### config.mk
export PLATFORM = sky130hd
export DESIGN_NAME = otpps_top
export DESIGN_NICKNAME = d
export VERILOG_FILES = /design/src/logic/otpps_pkg.sv /design/src/logic/otpps_top.sv
export VERILOG_INCLUDE_DIRS = /design/src /design/src/logic
export SDC_FILE = /design/constraint.sdc
export NUM_CORES = 1
export LEC_CHECK = 0
export BUFFER_PORTS_ARGS = -buffer_cell sky130_fd_sc_hd__buf_2
export CAP_MARGIN = 25
export CORE_MARGIN = 3
export CORE_UTILIZATION = 50
export CTS_BUF_LIST = sky130_fd_sc_hd__clkbuf_8
export DETAILED_ROUTE_END_ITERATION = 8
export PLACE_DENSITY = 0.84
export SYNTH_ARGS = -nofsm -noshare
export SYNTH_HDL_FRONTEND = slang
export SYNTH_SLANG_ARGS = --single-unit
### constraint.sdc
create_clock -name i_ref_clk -period 5 [get_ports i_ref_clk]
set_clock_uncertainty 0.2 [all_clocks]
set_input_delay 0.5 -clock i_ref_clk [delete_from_list [all_inputs] [get_ports i_ref_clk]]
set_output_delay 0.5 -clock i_ref_clk [all_outputs]
set_load 0.05 [all_outputs]
### src/logic/otpps_cfg.svh
// Register indices, field positions and constants of the programming status block.
`ifndef OTPPS_CFG_SVH
`define OTPPS_CFG_SVH
`define OTPPS_IDX_PROG_STAT 14'h0519
`define OTPPS_IDX_PAGE1_STAT 14'h051a
`define OTPPS_IDX_PROG_CTRL 14'h0600
`define OTPPS_IDX_UNLOCK 14'h0601
`define OTPPS_IDX_IRQ_STAT 14'h0602
`define OTPPS_IDX_IRQ_MASK 14'h0603
`define OTPPS_UNLOCK_KEY 8'ha5
`define OTPPS_GO_BIT 0
`define OTPPS_F_OVERHEAT 0
`define OTPPS_F_LOW 1
`define OTPPS_F_HIGH 2
`define OTPPS_F_CHK_LOW 3
`define OTPPS_F_CHK_HIGH 4
`define OTPPS_NFAULT 5
`define OTPPS_NIRQ 4
`endif

### src/logic/otpps_pkg.sv
// Types shared by the programming status block.
package otpps_pkg;
    typedef enum logic [1:0] {
        OTPPS_IDLE = 2'b01,
        OTPPS_PROG = 2'b10
    } otpps_state_t;
endpackage

### src/logic/otpps_top.sv
// Programming status and page one status registers behind an APB slave.
//
// Operation
// - Other register writes relock and clear permit.
// - Go bit clears permit; permit one means unlocked.
// - Overvoltage during programming sets error; go clears.
// - Locked, tried or misformatted page sets setting error.
// - Completion flag set at finish, go clears.
// - Loaded flag shows page one loaded.
// - Load warning shows single-error corrections.
// - Load error shows double-error detection.
// - Format error: supply flags set without attempt.
// - Valid flag shows page successfully programmed.
// - Undervoltage-ok clears on undervoltage or overvoltage.
// - Overvoltage-ok clears on overvoltage, forcing undervoltage.
// - First-attempt flag set once programming tried.
`timescale 1ns/10ps
`include "otpps_cfg.svh"
module otpps_top (
    input wire logic i_ref_clk,
    input wire logic i_rstn,
    input wire logic i_psel,
    input wire logic i_penable,
    input wire logic i_pwrite,
    input wire logic [15:0] i_paddr,
    input wire logic [31:0] i_pwdata,
    output logic [31:0] o_prdata,
    output logic o_pready,
    output logic o_pslverr,
    input wire logic [`OTPPS_NFAULT-1:0] i_fault,
    input wire logic i_prog_done,
    input wire logic i_load_done,
    input wire logic i_load_sec,
    input wire logic i_load_ded,
    input wire logic [3:0] i_load_flags,
    output logic o_prog_start,
    output logic o_prog_abort,
    output logic o_irq
);
    // Address decode: each register index sits on an aligned word.
    wire logic [15:0] a_stat = {`OTPPS_IDX_PROG_STAT, 2'b00};
    wire logic [15:0] a_page = {`OTPPS_IDX_PAGE1_STAT, 2'b00};
    wire logic [15:0] a_ctrl = {`OTPPS_IDX_PROG_CTRL, 2'b00};
    wire logic [15:0] a_key = {`OTPPS_IDX_UNLOCK, 2'b00};
    wire logic [15:0] a_ist = {`OTPPS_IDX_IRQ_STAT, 2'b00};
    wire logic [15:0] a_imsk = {`OTPPS_IDX_IRQ_MASK, 2'b00};
    wire logic hit_stat = (i_paddr == a_stat);
    wire logic hit_page = (i_paddr == a_page);
    wire logic hit_ctrl = (i_paddr == a_ctrl);
    wire logic hit_key = (i_paddr == a_key);
    wire logic hit_ist = (i_paddr == a_ist);
    wire logic hit_imsk = (i_paddr == a_imsk);
    wire logic hit_any = hit_stat | hit_page | hit_ctrl | hit_key | hit_ist | hit_imsk;
    // The slave answers at once, so every access phase completes.
    wire logic access = i_psel & i_penable;
    wire logic setup = i_psel & ~i_penable;
    wire logic wr = access & i_pwrite;
    wire logic wr_ctrl = wr & hit_ctrl;
    wire logic wr_key = wr & hit_key;
    wire logic wr_other = wr & ~hit_ctrl & ~hit_key;

    // Status state.
    otpps_pkg::otpps_state_t state; // Programming sequencer state.
    otpps_pkg::otpps_state_t next_state;
    logic unlock; // Programming permit.
    logic [`OTPPS_NFAULT-1:0] err; // Supply and heat errors.
    logic page_setting_err;
    logic done;
    logic loaded;
    logic fetch_warning;
    logic fetch_error;
    logic page_valid;
    logic supply_low_clear;
    logic supply_high_clear;
    logic first_attempt;
    logic [`OTPPS_NIRQ-1:0] irq_stat; // Sticky events: load, fault, setting error, done.
    logic [`OTPPS_NIRQ-1:0] irq_mask;
    logic next_unlock;
    logic [`OTPPS_NFAULT-1:0] next_err;
    logic next_pse;
    logic next_done;
    logic next_loaded;
    logic next_warn;
    logic next_ferr;
    logic next_valid;
    logic next_supply_low_clear;
    logic next_supply_high_clear;
    logic next_try;
    logic next_start;
    logic next_abort;

    // Format error is a pure function of the stored page flags.
    wire logic format_error = (supply_low_clear | supply_high_clear) & ~first_attempt;
    wire logic idle = (state == otpps_pkg::OTPPS_IDLE);
    wire logic busy = (state == otpps_pkg::OTPPS_PROG);
    // A go request while busy is ignored so a running page is never disturbed.
    wire logic go = wr_ctrl & i_pwdata[`OTPPS_GO_BIT] & idle;
    wire logic go_bad = ~unlock | first_attempt | format_error;
    wire logic fault_hit = busy & (|i_fault);
    wire logic done_hit = busy & ~(|i_fault) & i_prog_done;
    wire logic load_hit = idle & i_load_done;
    wire logic [`OTPPS_NIRQ-1:0] irq_ev = {load_hit, fault_hit, go & go_bad, done_hit};

    wire logic [7:0] prog_status = {unlock, err[`OTPPS_F_OVERHEAT], err[`OTPPS_F_LOW],
        err[`OTPPS_F_HIGH], err[`OTPPS_F_CHK_LOW], err[`OTPPS_F_CHK_HIGH],
        page_setting_err, done};
    wire logic [7:0] page_status = {loaded, fetch_warning, fetch_error, format_error,
        page_valid, supply_low_clear, supply_high_clear, first_attempt};
    wire logic [31:0] rd_mux = hit_stat ? {24'h000000, prog_status} :
        hit_page ? {24'h000000, page_status} :
        hit_ist ? {28'h0000000, irq_stat} :
        hit_imsk ? {28'h0000000, irq_mask} : 32'h00000000;

    assign o_pready = 1'b1;
    assign o_pslverr = access & ~hit_any;
    assign o_irq = |(irq_stat & irq_mask);

    // Next-state logic for the permit, the error flags and the page flags.
    always_comb begin
        next_state = state;
        next_unlock = unlock;
        next_err = err;
        next_pse = page_setting_err;
        next_done = done;
        next_loaded = loaded;
        next_warn = fetch_warning;
        next_ferr = fetch_error;
        next_valid = page_valid;
        next_supply_low_clear = supply_low_clear;
        next_supply_high_clear = supply_high_clear;
        next_try = first_attempt;
        next_start = 1'b0;
        next_abort = 1'b0;
        // The permit opens only by the key; the host then owes a control write.
        if (wr_key) begin
            next_unlock = (i_pwdata[7:0] == `OTPPS_UNLOCK_KEY);
        end else if (wr_other) begin
            next_unlock = 1'b0;
        end
        if (go) begin
            // Go wipes the previous outcome before judging the new request.
            next_unlock = 1'b0;
            next_err = '0;
            next_pse = 1'b0;
            next_done = 1'b0;
            if (go_bad) begin
                next_pse = 1'b1;
            end else begin
                // Supply flags start good and are knocked down by faults.
                next_state = otpps_pkg::OTPPS_PROG;
                next_try = 1'b1;
                next_supply_low_clear = 1'b1;
                next_supply_high_clear = 1'b1;
                next_valid = 1'b0;
                next_start = 1'b1;
            end
        end
        if (fault_hit) begin
            // Any fault aborts; the page is left tried but not valid.
            next_err = err | i_fault;
            next_state = otpps_pkg::OTPPS_IDLE;
            next_abort = 1'b1;
            if (i_fault[`OTPPS_F_LOW]) begin
                next_supply_low_clear = 1'b0;
            end
            if (i_fault[`OTPPS_F_HIGH]) begin
                next_supply_low_clear = 1'b0;
                next_supply_high_clear = 1'b0;
            end
        end else if (done_hit) begin
            next_done = 1'b1;
            next_valid = 1'b1;
            next_state = otpps_pkg::OTPPS_IDLE;
        end
        if (load_hit) begin
            // A load restores the stored page flags and reports its decode outcome.
            next_loaded = 1'b1;
            next_warn = i_load_sec;
            next_ferr = i_load_ded;
            {next_valid, next_supply_low_clear, next_supply_high_clear, next_try} = i_load_flags;
        end
    end

    // Sequencer and flag registers; the state resets to OTPPS_IDLE, everything else to zero.
    always_ff @(posedge i_ref_clk) begin
        if (!i_rstn) begin
            state <= otpps_pkg::OTPPS_IDLE;
            {unlock, err, page_setting_err, done} <= '0;
            {loaded, fetch_warning, fetch_error, page_valid} <= 4'h0;
            {supply_low_clear, supply_high_clear, first_attempt} <= 3'h0;
            {o_prog_start, o_prog_abort} <= 2'h0;
        end else begin
            state <= next_state;
            {unlock, err, page_setting_err, done} <= {next_unlock, next_err, next_pse, next_done};
            {loaded, fetch_warning, fetch_error, page_valid} <=
                {next_loaded, next_warn, next_ferr, next_valid};
            {supply_low_clear, supply_high_clear, first_attempt} <=
                {next_supply_low_clear, next_supply_high_clear, next_try};
            {o_prog_start, o_prog_abort} <= {next_start, next_abort};
        end
    end

    // Interrupt status: a new event beats a write-one clear in the same cycle.
    always_ff @(posedge i_ref_clk) begin
        if (!i_rstn) begin
            irq_stat <= 4'h0;
            irq_mask <= 4'h0;
        end else begin
            irq_stat <= (irq_stat & ~({4{wr & hit_ist}} & i_pwdata[3:0])) | irq_ev;
            if (wr & hit_imsk) begin
                irq_mask <= i_pwdata[3:0];
            end
        end
    end

    // Read data is captured in the setup phase so it stands from a flip-flop.
    always_ff @(posedge i_ref_clk) begin
        if (!i_rstn) begin
            o_prdata <= 32'h00000000;
        end else if (setup & ~i_pwrite) begin
            o_prdata <= rd_mux;
        end
    end
endmodule

Word level (Yosys, flattened, before mapping)
Index checks and enable logic that the tools add are counted.

storage, ports and cells
  flip-flop bits (word level) = 59
  logic and storage cells = 113
  output and inout port bits = 37

cells by class
  bitwise operators = 43
  reductions and logical operators = 10
  equality and inequality tests = 10
  muxes and demuxes = 33

operator list
  kind                                                                     number
  16-bit by 13-bit == test with 1-bit output, second input constant        6
  1-bit 2-to-1 mux                                                         27
  1-bit bitwise AND                                                        19
  8-bit 2-to-1 mux                                                         2
  4-bit bitwise AND                                                        3
  5-bit 2-to-1 mux                                                         2
  1-bit inverter                                                           10
  8-bit == test, second input constant                                     1
  4-bit 2-to-1 mux                                                         2
  1-bit OR                                                                 8
  2-bit AND reduction                                                      3
  2-bit nonzero test                                                       3
  5-bit OR                                                                 1
  5-bit OR reduction                                                       1
  4-bit inverter                                                           1
  4-bit OR                                                                 1
  4-bit OR reduction                                                       1
  3-bit OR reduction                                                       1
  2-bit by 1-bit == test with 1-bit output, second input constant          1
  2-bit == test, second input constant                                     1
  2-bit by 1-bit inequality test with 1-bit output, second input constant  1
  2-bit OR reduction                                                       1

Longest topological paths before layout
  depth after elaboration = 10
  gate-level depth with buffers = 5
  depth with buffers taken out = 4

Worst setup path after synthesis
OpenSTA, ideal clock, no wires.

  path kind = input-to-output
  from = input i_paddr[15]
  to = output o_pslverr
  arrival time = 2.002 ns
  path buffers = 1
  stages on the path = 4
  required time = 4.300 ns
  path slack = 2.298 ns
  cells stage by stage = or4b_2 clkbuf_1 nor4_1 a21oi_1

on the way
  cells in the longest elaborated chain, start to end = 8
  elaborated cells between the ends (all ways) = 13
  those cells by class = eq/ne (6); bitwise (7)

RTL lines
  item                                                           line                              source
  start: declaration                                             otpps_top.sv:25                   input wire logic [15:0] i_paddr,
  16-bit by 13-bit == test with 1-bit output (on tied branches)  otpps_top.sv:47, otpps_top.sv:48
  1-bit OR (4 in a row)                                          otpps_top.sv:53                   wire logic hit_any = hit_stat | hit_page | hit_ctrl | hit_key | hit_ist | hit_imsk;
  1-bit OR (*)                                                   otpps_top.sv:53
  1-bit inverter (*)                                             otpps_top.sv:115                  assign o_pslverr = access & ~hit_any;
  1-bit bitwise AND (*)                                          otpps_top.sv:115
  end: declaration                                               otpps_top.sv:29                   output logic o_pslverr,

Every way passes the cells marked *; elsewhere a longest branch is shown, timed or not.

Final worst setup path
Same ends and word-level chain as after synthesis.

==> results.ini <==
[cts]
ctsHoldBuffers=0
h-tree-depth=2
numCtsBuffers=5
postCtsResizedCells=0
cts-root-buf=clkbuf_8
path_clk_slew_ns=0.07
clk_path_buf_depth=2
post-cts-setup-buffer-count=0
cts_tree=done
clk_latency_ns=0.29
cts.sinks=35

[timing]
setup_ws_ns=2.16
tns_ns=0
finalHoldViolations=0
min_period_over_period_pct=56.7
whs_ns=0.236
relSlewSlack_pct=33.7
fin_crit_ns=2.84
rsz0062_at_grt=no
final-max-slew-violation-count=0
setup_viol_count_final=0
max_freq_mhz=352
worst_pin_slew_ns=0.985

[global_routing]
grt_pass1_wl_um=7400
antenna_found_initial=0
grt_overflow_total=0
grt_pass1_vias=1643
grt_start_max_net_pins=17
grtUsageTotal_pct=21.2

[layout]
area_growth_syn_to_layout_pct=14.5
finalNonFillerCells=325
layout-drive-gt1-share_pct=25.4
utilization_pct=61.9
final_area_mm2=0.00216
layout_common_cells=buf_2, dfxtp_1, a21oi_1, conb_1, o21ai_0
final_common_cell=buf_2
nets=345
antenna-diode-count=0

[die]
num_io_pins=103
fp-row-count=21
coreArea_mm2=0.00349
start_util_pct=54.1
die_w_um=67.5
die-area_mm2=0.00455
die_h_um=67.5

[logic_synthesis]
synth_flop_cell=dfxtp_1
async_flop_share_pct=0
syn_area_mm2=0.00189
synth_cells=230
seq_area_frac_synth_pct=37.1
ys_ff_latch=35
yosysWarnings=0
postSynthAreaPerCell_um2=8.21
ys_types=43
synth-edff-count=0

[critical_path]
end_kind=primary output
ff2ff_path_depth=3
arrival_ns=2.14
worstSetupStartpointType=input port
cp.required_ns=4.30
path_class=in2out
cp_max_fo=11

[drt]
via_per_inst=5.78
ant_nets=0
drt_wl_total_um=4720
vias=1880
drt_iter0_markers=135
wire_per_inst_um=14.5
firstDrtPassIters=7
post-route-drc-count=0

[placement]
dpl.hpwl_um=3670
gp_congestion=0.853
dp_cells=318
placed_area_mm2=0.00208
portBuffers=53
dp_worst_setup_slack_ns=2.02

[hold_path]
hp-class=in2reg
hold_depth=2

[flow_run]
cap_violations=0

[power]
p_per_area_mw_per_mm2=278
ir_drop_v=0.000213
total_power_mw=0.602
leakagePower_nw=0.867

[status]
status=completed

## where the power goes
group	switching (mW)	internal, mW
sequential	0.00514	0.286
clock	0.0954	0.108
combinational	0.0826	0.0254
total	0.183	0.419
## cell type report
type | instances | area, µm²
Clock buffer | 6 | 82.6
Timing Repair Buffer | 53 | 265
Tap cell | 46 | 57.6
Multi-Input combinational cell | 183 | 1050
Clock inverter | 1 | 5.00
Sequential cell | 35 | 701
Inverter | 1 | 3.75
Fill cell | 326 | 1330
## kinds of logic after synthesis
| logic type | after synthesis | synth area share (%) |
|---|---|---|
| AO/OA/AOI/OAI | 71 | 22.9 |
| XOR/XNOR | 1 | 0.464 |
| buffers and inverters | 35 | 12.0 |
| flip-flops | 35 | 37.1 |
| other | 2 | 0.397 |
| AND/OR/NAND/NOR | 86 | 27.2 |
## final timing paths
| check | endpoint | slack [ns] | from |
|---|---|---|---|
| max | o_pslverr | 2.16 | i_paddr[15] |
| min | err[1] | 0.24 | i_fault[1] |
| max reg2reg | page_setting_err | 3.11 | state[0] |
| min reg2reg | fetch_warning | 0.27 | fetch_warning |
## routing by layer
metal	track usage [%]	up-vias	wire (µm)
li1	-	912	-
met1	28.0	879	2030
met2	35.0	85	2300
met3	3.49	4	352
met4	6.84	0	33
met5	0	-	0
## Yosys cell counts, types with 3 or more instances
| cell | instances | area [µm²] |
|---|---|---|
| or4b_2 | 4 | 40.0 |
| nor2_1 | 16 | 60.1 |
| clkbuf_1 | 8 | 30.0 |
| a221oi_1 | 4 | 35.0 |
| nor4_1 | 6 | 37.5 |
| dfxtp_1 | 35 | 701 |
| buf_4 | 25 | 188 |
| or4_1 | 5 | 37.5 |
| a22oi_1 | 5 | 37.5 |
| a21oi_1 | 25 | 125 |
| nor3_1 | 3 | 15.0 |
| nor3b_1 | 5 | 37.5 |
| nand3b_1 | 3 | 22.5 |
| o21ai_0 | 18 | 90.1 |
| a31oi_1 | 4 | 25.0 |
| nand3_1 | 9 | 45.0 |
| nand2_1 | 17 | 63.8 |
## registers in the layout, indices dropped and copies added (netlist names), 2 cells and up
signal    flops
irq_stat      4
o_prdata      8
state         2
irq_mask      4
err           5
## worst max-delay path: stages
cell	delay, ns
buf_2	0.10
or4b_2	0.82
nor4_1	0.37
a21oi_1	0.12
buf_2	0.22
Note: power is estimated with default switching activity, not from simulation.
